<file path="config.mk">
export PLATFORM = sky130hd
export DESIGN_NAME = sdi_irq_hotplug
export DESIGN_NICKNAME = d
export VERILOG_FILES = /design/src/sdi_pkg.sv /design/src/sdi_pulse_classifier.sv /design/src/sdi_irq_hotplug.sv
export SDC_FILE = /design/constraint.sdc
export NUM_CORES = 1
export LEC_CHECK = 0
export BUFFER_PORTS_ARGS = -buffer_cell sky130_fd_sc_hd__buf_2
export CAP_MARGIN = 25
export CORE_ASPECT_RATIO = 0.75
export CORE_MARGIN = 2
export CORE_UTILIZATION = 50
export DETAILED_ROUTE_END_ITERATION = 8
export MAX_ROUTING_LAYER = met4
export PLACE_DENSITY = 0.66
export SLEW_MARGIN = 20
export SYNTH_ARGS = -nofsm -noshare
export SYNTH_HDL_FRONTEND = slang
export SYNTH_SLANG_ARGS = --single-unit
</file>
<file path="constraint.sdc">
create_clock -name REF_CLK_I -period 3.48 [get_ports REF_CLK_I]
set_clock_uncertainty 0.05 [all_clocks]
set_input_delay 0.696 -clock REF_CLK_I [delete_from_list [all_inputs] [get_ports REF_CLK_I]]
set_output_delay 0.696 -clock REF_CLK_I [all_outputs]
set_load 0.02 [all_outputs]
</file>
<file path="src/sdi_pkg.sv">
// Shared constants for the south display interrupt and hot plug block
package sdi_pkg;
	localparam logic [7:0]  OFF_LIVE_STATUS  = 8'h00;
	localparam logic [7:0]  OFF_SOURCE_MASK  = 8'h04;
	localparam logic [7:0]  OFF_IDENTITY     = 8'h08;
	localparam logic [7:0]  OFF_OUT_ENABLE   = 8'h0C;
	localparam logic [7:0]  OFF_HOT_PLUG     = 8'h30;
	localparam logic [31:0] RST_SOURCE_MASK  = 32'h0FFFFFFF;
	localparam logic [31:0] RST_ZERO         = 32'h00000000;
	localparam int          BIT_D_BUF_ON     = 20;
	localparam int          POS_D_THRESH     = 18;
	localparam int          POS_D_RESULT     = 16;
	localparam int          BIT_C_BUF_ON     = 12;
	localparam int          POS_C_THRESH     = 10;
	localparam int          POS_C_RESULT     = 8;
	localparam int          SRC_PORT_D       = 23;
	localparam int          SRC_PORT_C       = 22;
	localparam int          SRC_LINK_RX_C    = 8;
	localparam int          SRC_LINK_RX_B    = 4;
	localparam int          SRC_PROT_REQ_C   = 10;
	localparam int          SRC_PROT_CHG_C   = 9;
	localparam int          SRC_PROT_REQ_B   = 6;
	localparam int          SRC_PROT_REQ_A   = 2;
	localparam int          SRC_PROT_CHG_A   = 1;
	localparam logic [31:0] SRC_DRIVEN_MASK  = 32'h00C00756;
	localparam logic [31:0] SRC_RESERVED_MASK = 32'h1115F888;
	localparam int          CLK_MHZ          = 200;
	localparam int          T_2MS_US         = 2000;
	localparam int          T_4P5MS_US       = 4500;
	localparam int          T_6MS_US         = 6000;
	localparam int          T_100MS_US       = 100000;
	localparam int          CYC_2MS          = T_2MS_US * CLK_MHZ;
	localparam int          CYC_4P5MS        = T_4P5MS_US * CLK_MHZ;
	localparam int          CYC_6MS          = T_6MS_US * CLK_MHZ;
	localparam int          CYC_100MS        = T_100MS_US * CLK_MHZ;
	localparam int          CNT_W            = 25;
endpackage

</file>
<file path="src/sdi_pulse_classifier.sv">
// Hot plug detect pulse timer for one port
`timescale 1ns/1ps
`default_nettype none
module sdi_pulse_classifier #(
	parameter int CYC_2MS   = sdi_pkg::CYC_2MS,
	parameter int CYC_4P5MS = sdi_pkg::CYC_4P5MS,
	parameter int CYC_6MS   = sdi_pkg::CYC_6MS,
	parameter int CYC_100MS = sdi_pkg::CYC_100MS
) (
	input  wire logic       clk_i,
	input  wire logic       rst_n_i,
	input  wire logic       ce_i,
	input  wire logic       pin_i,
	input  wire logic       buf_on_i,
	input  wire logic [1:0] thresh_i,
	output logic            short_o,
	output logic            long_o
);
	typedef enum logic {SDI_IDLE, SDI_LOW} sdi_state_t;
	sdi_state_t state_reg;
	logic [sdi_pkg::CNT_W-1:0] cnt_reg;
	logic [sdi_pkg::CNT_W-1:0] limit;
	wire  pin_low = buf_on_i & ~pin_i;
	wire  ended   = (state_reg == SDI_LOW) & ~pin_low;
	always_comb begin
		unique case (thresh_i)
			2'h0: limit = sdi_pkg::CNT_W'(CYC_2MS);
			2'h1: limit = sdi_pkg::CNT_W'(CYC_4P5MS);
			2'h2: limit = sdi_pkg::CNT_W'(CYC_6MS);
			2'h3: limit = sdi_pkg::CNT_W'(CYC_100MS);
		endcase
	end
	// Short below threshold, long otherwise
	assign short_o = ended & (cnt_reg < limit);
	assign long_o  = ended & (cnt_reg >= limit);
	always_ff @(posedge clk_i or negedge rst_n_i) begin
		if (!rst_n_i) begin
			state_reg <= SDI_IDLE;
			cnt_reg   <= '0;
		end else if (ce_i) begin
			unique case (state_reg)
				SDI_IDLE: begin
					// Count includes the first low cycle
					cnt_reg <= {{(sdi_pkg::CNT_W-1){1'b0}}, pin_low};
					if (pin_low) state_reg <= SDI_LOW;
				end
				SDI_LOW: begin
					if (!pin_low) state_reg <= SDI_IDLE;
					else if (cnt_reg != '1) cnt_reg <= cnt_reg + 1'b1;
				end
			endcase
		end
	end
endmodule // sdi_pulse_classifier
`default_nettype wire

</file>
<file path="src/sdi_irq_hotplug.sv">
// South display interrupt aggregation and hot plug detect control
`timescale 1ns/1ps
`default_nettype none
module sdi_irq_hotplug #(
	parameter int CYC_2MS   = sdi_pkg::CYC_2MS,
	parameter int CYC_4P5MS = sdi_pkg::CYC_4P5MS,
	parameter int CYC_6MS   = sdi_pkg::CYC_6MS,
	parameter int CYC_100MS = sdi_pkg::CYC_100MS
) (
	input  wire logic        REF_CLK_I,
	input  wire logic        RESETN_I,
	input  wire logic        CLK_EN_I,
	input  wire logic        REG_WR_I,
	input  wire logic        REG_RD_I,
	input  wire logic [7:0]  REG_ADDR_I,
	input  wire logic [31:0] REG_WDATA_I,
	output logic      [31:0] REG_RDATA_O,
	input  wire logic [31:0] EXT_SOURCES_I,
	input  wire logic        PORT_D_HOT_PLUG_DETECT_I,
	input  wire logic        PORT_C_HOT_PLUG_DETECT_I,
	input  wire logic [7:0]  LINK_RX_STATUS_BITS_C_I,
	input  wire logic [7:0]  LINK_RX_STATUS_BITS_B_I,
	input  wire logic        AUDIO_PROTECT_REQUEST_A_I,
	input  wire logic        AUDIO_PROTECT_REQUEST_B_I,
	input  wire logic        AUDIO_PROTECT_REQUEST_C_I,
	output logic             DISPLAY_IRQ_O
);
	logic [31:0] live_status_vector_reg;
	logic [31:0] source_mask_vector_reg;
	logic [31:0] sticky_identity_vector_reg;
	logic [31:0] sticky_identity_vector_next;
	logic [31:0] queued_reg;
	logic [31:0] queued_next;
	logic [31:0] hold_low_reg;
	logic [31:0] output_enable_vector_reg;
	logic [31:0] prev_status_reg;
	logic [1:0]  port_d_threshold_reg;
	logic [1:0]  port_c_threshold_reg;
	logic        port_d_buf_on_reg;
	logic        port_c_buf_on_reg;
	logic [1:0]  port_d_detect_result_reg;
	logic [1:0]  port_c_detect_result_reg;
	logic [1:0]  hpd_d_sync_reg;
	logic [1:0]  hpd_c_sync_reg;
	logic        prot_a_reg;
	logic        prot_c_reg;
	logic [31:0] rdata_reg;
	logic        irq_reg;
	logic        d_short;
	logic        d_long;
	logic        c_short;
	logic        c_long;

	wire sel_live  = REG_ADDR_I == sdi_pkg::OFF_LIVE_STATUS;
	wire sel_mask  = REG_ADDR_I == sdi_pkg::OFF_SOURCE_MASK;
	wire sel_ident = REG_ADDR_I == sdi_pkg::OFF_IDENTITY;
	wire sel_en    = REG_ADDR_I == sdi_pkg::OFF_OUT_ENABLE;
	wire sel_hp    = REG_ADDR_I == sdi_pkg::OFF_HOT_PLUG;
	wire wr_mask   = CLK_EN_I & REG_WR_I & sel_mask;
	wire wr_ident  = CLK_EN_I & REG_WR_I & sel_ident;
	wire wr_en     = CLK_EN_I & REG_WR_I & sel_en;
	wire wr_hp     = CLK_EN_I & REG_WR_I & sel_hp;

	// Detect pins cross into the core clock through two flops
	wire hpd_d = hpd_d_sync_reg[1];
	wire hpd_c = hpd_c_sync_reg[1];

	sdi_pulse_classifier #(
		.CYC_2MS   (CYC_2MS),
		.CYC_4P5MS (CYC_4P5MS),
		.CYC_6MS   (CYC_6MS),
		.CYC_100MS (CYC_100MS)
	) u_class_d (
		.clk_i    (REF_CLK_I),
		.rst_n_i  (RESETN_I),
		.ce_i     (CLK_EN_I),
		.pin_i    (hpd_d),
		.buf_on_i (port_d_buf_on_reg),
		.thresh_i (port_d_threshold_reg),
		.short_o  (d_short),
		.long_o   (d_long)
	);

	sdi_pulse_classifier #(
		.CYC_2MS   (CYC_2MS),
		.CYC_4P5MS (CYC_4P5MS),
		.CYC_6MS   (CYC_6MS),
		.CYC_100MS (CYC_100MS)
	) u_class_c (
		.clk_i    (REF_CLK_I),
		.rst_n_i  (RESETN_I),
		.ce_i     (CLK_EN_I),
		.pin_i    (hpd_c),
		.buf_on_i (port_c_buf_on_reg),
		.thresh_i (port_c_threshold_reg),
		.short_o  (c_short),
		.long_o   (c_long)
	);

	// Result bits: set wins over a write-one clear
	wire [1:0] d_result_next = (port_d_detect_result_reg & ~(wr_hp ? REG_WDATA_I[17:16] : 2'h0))
		| {d_long, d_short};
	wire [1:0] c_result_next = (port_c_detect_result_reg & ~(wr_hp ? REG_WDATA_I[9:8] : 2'h0))
		| {c_long, c_short};

	// Source vector assembled from the owned sources and the external ones
	logic [31:0] own_sources;
	always_comb begin
		own_sources = 32'h00000000;
		own_sources[sdi_pkg::SRC_PORT_D]     = |port_d_detect_result_reg;
		own_sources[sdi_pkg::SRC_PORT_C]     = |port_c_detect_result_reg;
		own_sources[sdi_pkg::SRC_LINK_RX_C]  = |LINK_RX_STATUS_BITS_C_I;
		own_sources[sdi_pkg::SRC_LINK_RX_B]  = |LINK_RX_STATUS_BITS_B_I;
		own_sources[sdi_pkg::SRC_PROT_REQ_C] = AUDIO_PROTECT_REQUEST_C_I;
		own_sources[sdi_pkg::SRC_PROT_REQ_B] = AUDIO_PROTECT_REQUEST_B_I;
		own_sources[sdi_pkg::SRC_PROT_REQ_A] = AUDIO_PROTECT_REQUEST_A_I;
		own_sources[sdi_pkg::SRC_PROT_CHG_C] = AUDIO_PROTECT_REQUEST_C_I ^ prot_c_reg;
		own_sources[sdi_pkg::SRC_PROT_CHG_A] = AUDIO_PROTECT_REQUEST_A_I ^ prot_a_reg;
	end
	wire [31:0] status_now = own_sources
		| (EXT_SOURCES_I & ~sdi_pkg::SRC_DRIVEN_MASK & ~sdi_pkg::SRC_RESERVED_MASK);

	// Per-bit rising edge event gated by the mask
	wire [31:0] event_now = status_now & ~prev_status_reg & ~source_mask_vector_reg;
	wire [31:0] clr_bits  = wr_ident ? REG_WDATA_I : 32'h00000000;

	genvar g;
	generate
		for (g = 0; g < 32; g++) begin : g_ident
			always_comb begin
				sticky_identity_vector_next[g] = sticky_identity_vector_reg[g];
				queued_next[g] = queued_reg[g];
				if (sticky_identity_vector_reg[g]) begin
					if (clr_bits[g]) begin
						sticky_identity_vector_next[g] = 1'b0;
						queued_next[g] = queued_reg[g] | event_now[g];
					end else if (event_now[g]) begin
						queued_next[g] = 1'b1;
					end
				end else if (hold_low_reg[g]) begin
					sticky_identity_vector_next[g] = 1'b1;
					queued_next[g] = event_now[g];
				end else if (event_now[g]) begin
					sticky_identity_vector_next[g] = 1'b1;
				end
			end
		end
	endgenerate

	// A queued bit cleared now returns high one cycle later
	wire [31:0] hold_low_next = sticky_identity_vector_reg & clr_bits & queued_next;

	assign DISPLAY_IRQ_O = irq_reg;

	wire [31:0] hp_view = {11'h000, port_d_buf_on_reg, port_d_threshold_reg, port_d_detect_result_reg,
		3'h0, port_c_buf_on_reg, port_c_threshold_reg, port_c_detect_result_reg, 8'h00};
	wire [31:0] rd_mux = sel_live  ? live_status_vector_reg :
		sel_mask  ? source_mask_vector_reg :
		sel_ident ? sticky_identity_vector_reg :
		sel_en    ? output_enable_vector_reg :
		sel_hp    ? hp_view : 32'h00000000;

	always_ff @(posedge REF_CLK_I or negedge RESETN_I) begin
		if (!RESETN_I) begin
			hpd_d_sync_reg <= 2'h3;
			hpd_c_sync_reg <= 2'h3;
		end else if (CLK_EN_I) begin
			hpd_d_sync_reg <= {hpd_d_sync_reg[0], PORT_D_HOT_PLUG_DETECT_I};
			hpd_c_sync_reg <= {hpd_c_sync_reg[0], PORT_C_HOT_PLUG_DETECT_I};
		end
	end

	always_ff @(posedge REF_CLK_I or negedge RESETN_I) begin
		if (!RESETN_I) begin
			live_status_vector_reg     <= sdi_pkg::RST_ZERO;
			prev_status_reg            <= sdi_pkg::RST_ZERO;
			sticky_identity_vector_reg <= sdi_pkg::RST_ZERO;
			queued_reg                 <= sdi_pkg::RST_ZERO;
			hold_low_reg               <= sdi_pkg::RST_ZERO;
			prot_a_reg                 <= 1'b0;
			prot_c_reg                 <= 1'b0;
			irq_reg                    <= 1'b0;
			rdata_reg                  <= sdi_pkg::RST_ZERO;
		end else if (CLK_EN_I) begin
			live_status_vector_reg     <= status_now;
			prev_status_reg            <= status_now;
			sticky_identity_vector_reg <= sticky_identity_vector_next;
			queued_reg                 <= queued_next;
			hold_low_reg               <= hold_low_next;
			prot_a_reg                 <= AUDIO_PROTECT_REQUEST_A_I;
			prot_c_reg                 <= AUDIO_PROTECT_REQUEST_C_I;
			irq_reg                    <= |(sticky_identity_vector_next & output_enable_vector_reg);
			if (REG_RD_I) rdata_reg <= rd_mux;
		end
	end

	always_ff @(posedge REF_CLK_I or negedge RESETN_I) begin
		if (!RESETN_I) begin
			source_mask_vector_reg   <= sdi_pkg::RST_SOURCE_MASK;
			output_enable_vector_reg <= sdi_pkg::RST_ZERO;
			port_d_buf_on_reg        <= 1'b0;
			port_c_buf_on_reg        <= 1'b0;
			port_d_threshold_reg     <= 2'h0;
			port_c_threshold_reg     <= 2'h0;
			port_d_detect_result_reg <= 2'h0;
			port_c_detect_result_reg <= 2'h0;
		end else if (CLK_EN_I) begin
			if (wr_mask) source_mask_vector_reg <= REG_WDATA_I;
			if (wr_en) output_enable_vector_reg <= REG_WDATA_I;
			if (wr_hp) begin
				port_d_buf_on_reg    <= REG_WDATA_I[sdi_pkg::BIT_D_BUF_ON];
				port_c_buf_on_reg    <= REG_WDATA_I[sdi_pkg::BIT_C_BUF_ON];
				port_d_threshold_reg <= REG_WDATA_I[sdi_pkg::POS_D_THRESH +: 2];
				port_c_threshold_reg <= REG_WDATA_I[sdi_pkg::POS_C_THRESH +: 2];
			end
			port_d_detect_result_reg <= d_result_next;
			port_c_detect_result_reg <= c_result_next;
		end
	end

	assign REG_RDATA_O = rdata_reg;
endmodule // sdi_irq_hotplug
`default_nettype wire

</file>
==> reports/results.tsv <==
metric	value	unit
status	completed	
combinational fraction of design power	10.3	%
layout cells sized above 1	18.0	%
critical path peak fanout	12	
clock sink total	279	
Crit. End Element	register	
Die Height	150	um
worst-case reg-to-reg path depth	9	
Power Density	464	nW/um^2
I/O pin cnt	131	
postcts setup bufs	0	
Crit Path Category	input port to register	
leakage	7.57	nW
# port buffers	109	
initial core utilization	50.9	%
area of the die	29900	sq um
DRC	0	
Clk network pwr share	42.2	%
worst vdd rail ir drop	0.365	mV
largest net degree at the start of global routing	85	
number of nets in the layout	1690	
Die W	199	um
post-synthesis area per instance	9.90	sq um
Multi-input gate area	6730	sq um
crit share post-route	82.1	%
vias in the first global route	11100	
row cnt	53	
Met1 Wirelength	18700	um
clk_lat worst skew	0.55	ns
synth cell count leaders	247 x dfrtp_1, 178 x nand2_1, 127 x o21ai_0	
Placeable Area	28100	sq um
Congestion Overflow GR	0	
Final Hold Vio Count	0	
Yosys top cell area share	43.3	%
unrepaired setup endpoints after global routing	false	
largest cells by area after synthesis	dfrtp_1 43%, dfstp_2 5.9%, nand2_1 4.7%, o21ai_0 4.5%, mux2_1 3.9%	
Worst-path clk slew	0.06	ns
Via density	6.04	
Yosys reg bits	279	
sequential share of power	47.5	%
total power	0.00762	W
HPWL Detailed	26300	um
Synth cell types	72	
Worst EP arrival	3.23	ns
GRT Total Usage	26.8	%
Max Cap Violations	0	
Initial DRC Count	973	
largest area contributor in the netlist	dfrtp_1	
Seq. cell area	7020	sq um
final setup fails	0	
Cell Area, Synth	14300	sq um
drt first pass iters	6	
TritonCTS Buffers	29	
DR WL/cell	19.5	um
top sig layer	met4	
min-delay worst type	input port to asynchronous set/reset pin	
CP startpoint kind	input port	
Max Freq	0.350	GHz
H-tree depth	1	
cell with the most instances after synthesis	dfrtp_1	
cts hold-fix bufs	0	
CTS Buffer Depth	3	
# diodes	0	
RD Place Congestion	0.853	
area growth from synthesis to layout	15.2	%
Root Buffer	clkbuf_16	
initial antenna violation count	1	
via count	11800	
CP required	3.85	ns
Sw Pwr	0.00196	W
first-pass GRT wire length	61400	um
Resized cells post-CTS	0	
Internal	0.00567	W
post-synth net total	1577	
Worst Tran Pin Value	0.847	ns
Worst slew margin	43.3	%
YS warnings	0	
setup tns final	0	ns
sequential area share after synthesis	49.2	%
Fill cells	2430	
Max Slew Vio Count	0	
final worst path period need	2.86	ns
Post-Route Utilization	58.6	%
Switching Fraction	25.7	%
synthesized instance count	1441	
routed wire length	38300	um
antenna-violating nets left	0	
number of synthesized flops with an enable pin	0	
post-synthesis async set-or-reset flop share	100	%
routed wl met2	16400	um
Synth Flop Type	dfrtp_1	
wire length on met3	2600	um
CTS tree	built	
## power by group through the flow
stage                     clock (W)  sequential [W]  combinational, W
after floorplan                   0         0.00366          0.000435
after detailed placement          0         0.00367          0.000786
final                       0.00322         0.00362          0.000784
after CTS                   0.00328         0.00362          0.000788
after global placement            0         0.00366          0.000759
after global routing        0.00340         0.00365          0.000885
## routing by layer
metal	track usage (%)	up-vias
met3	3.94	39
met1	40.9	5815
met5	-	-
met2	38.2	414
met4	4.89	0
li1	-	5570
## worst max-delay path: stages
cell and delay, ns:
buf_2 0.10, or4_1 0.69, nor3_4 0.29, buf_12 0.18
a31oi_1 0.17, or4_1 0.56, nor4_1 0.30, buf_4 0.17
a31oi_1 0.07
## final timing paths
kind                                          from                          end  slack, ns
setup / recovery                     REG_ADDR_I[1]                DISPLAY_IRQ_O       0.62
hold / removal                            RESETN_I         u_class_d.cnt_reg[6]       0.08
setup reg to reg           port_d_threshold_reg[1]  port_d_detect_result_reg[1]       0.79
hold reg to reg                     REG_RDATA_O[7]               REG_RDATA_O[7]       0.43
max in group asynchronous                 RESETN_I   source_mask_vector_reg[24]       2.36
min in group REF_CLK_I           EXT_SOURCES_I[25]          prev_status_reg[25]       0.34
## metrics by stage
| step | instances | cell area, sq um | setup slack, ns | hold slack [ns] |
|---|---|---|---|---|
| floorplan | 1441 | 14300 | 0.535 | 0.350 |
| global placement | 1907 | 15400 | 0.0931 | 0.416 |
| detailed placement | 1908 | 15400 | 0.0793 | 0.422 |
| CTS | 1961 | 16400 | 0.627 | 0.120 |
| global route | 1961 | 16400 | 0.471 | 0.156 |
| finish | 1961 | 16400 | 0.622 | 0.0812 |
## cell usage in the layout, fill, tap and decap left out, types with 25 or more instances in the layout
cell / count
buf_2: 107
o2bb2ai_1: 25
nor2_1: 60
nor3_1: 25
mux2_2: 35
nand3_1: 41
dfstp_2: 32
dfrtp_1: 247
inv_1: 61
buf_4: 40
clkbuf_16: 29
a31oi_1: 26
ha_1: 38
o21ai_0: 127
mux2_1: 50
a21oi_1: 86
nand2_1: 177
## kinds of logic after synthesis
family / count (synthesis) / share of synthesized area, %
multiplexers: 101 / 7.83
flip-flops: 279 / 49.2
AO/OA/AOI/OAI: 426 / 19.2
buffers and inverters: 134 / 3.76
AND/OR/NAND/NOR: 445 / 15.5
adder cells (fa/ha/maj): 38 / 3.33
XOR/XNOR: 18 / 1.10
## layout make-up
class                           instances  area share [%]
Sequential cell                       279            42.7
Multi-Input combinational cell       1028            40.9
Clock inverter                         11           0.822
Tap cell                              385            2.93
Timing Repair Buffer                  154            5.95
Clock buffer                           42            5.20
Inverter                               62            1.42
No activity file was read; power rests on OpenSTA's default activity.
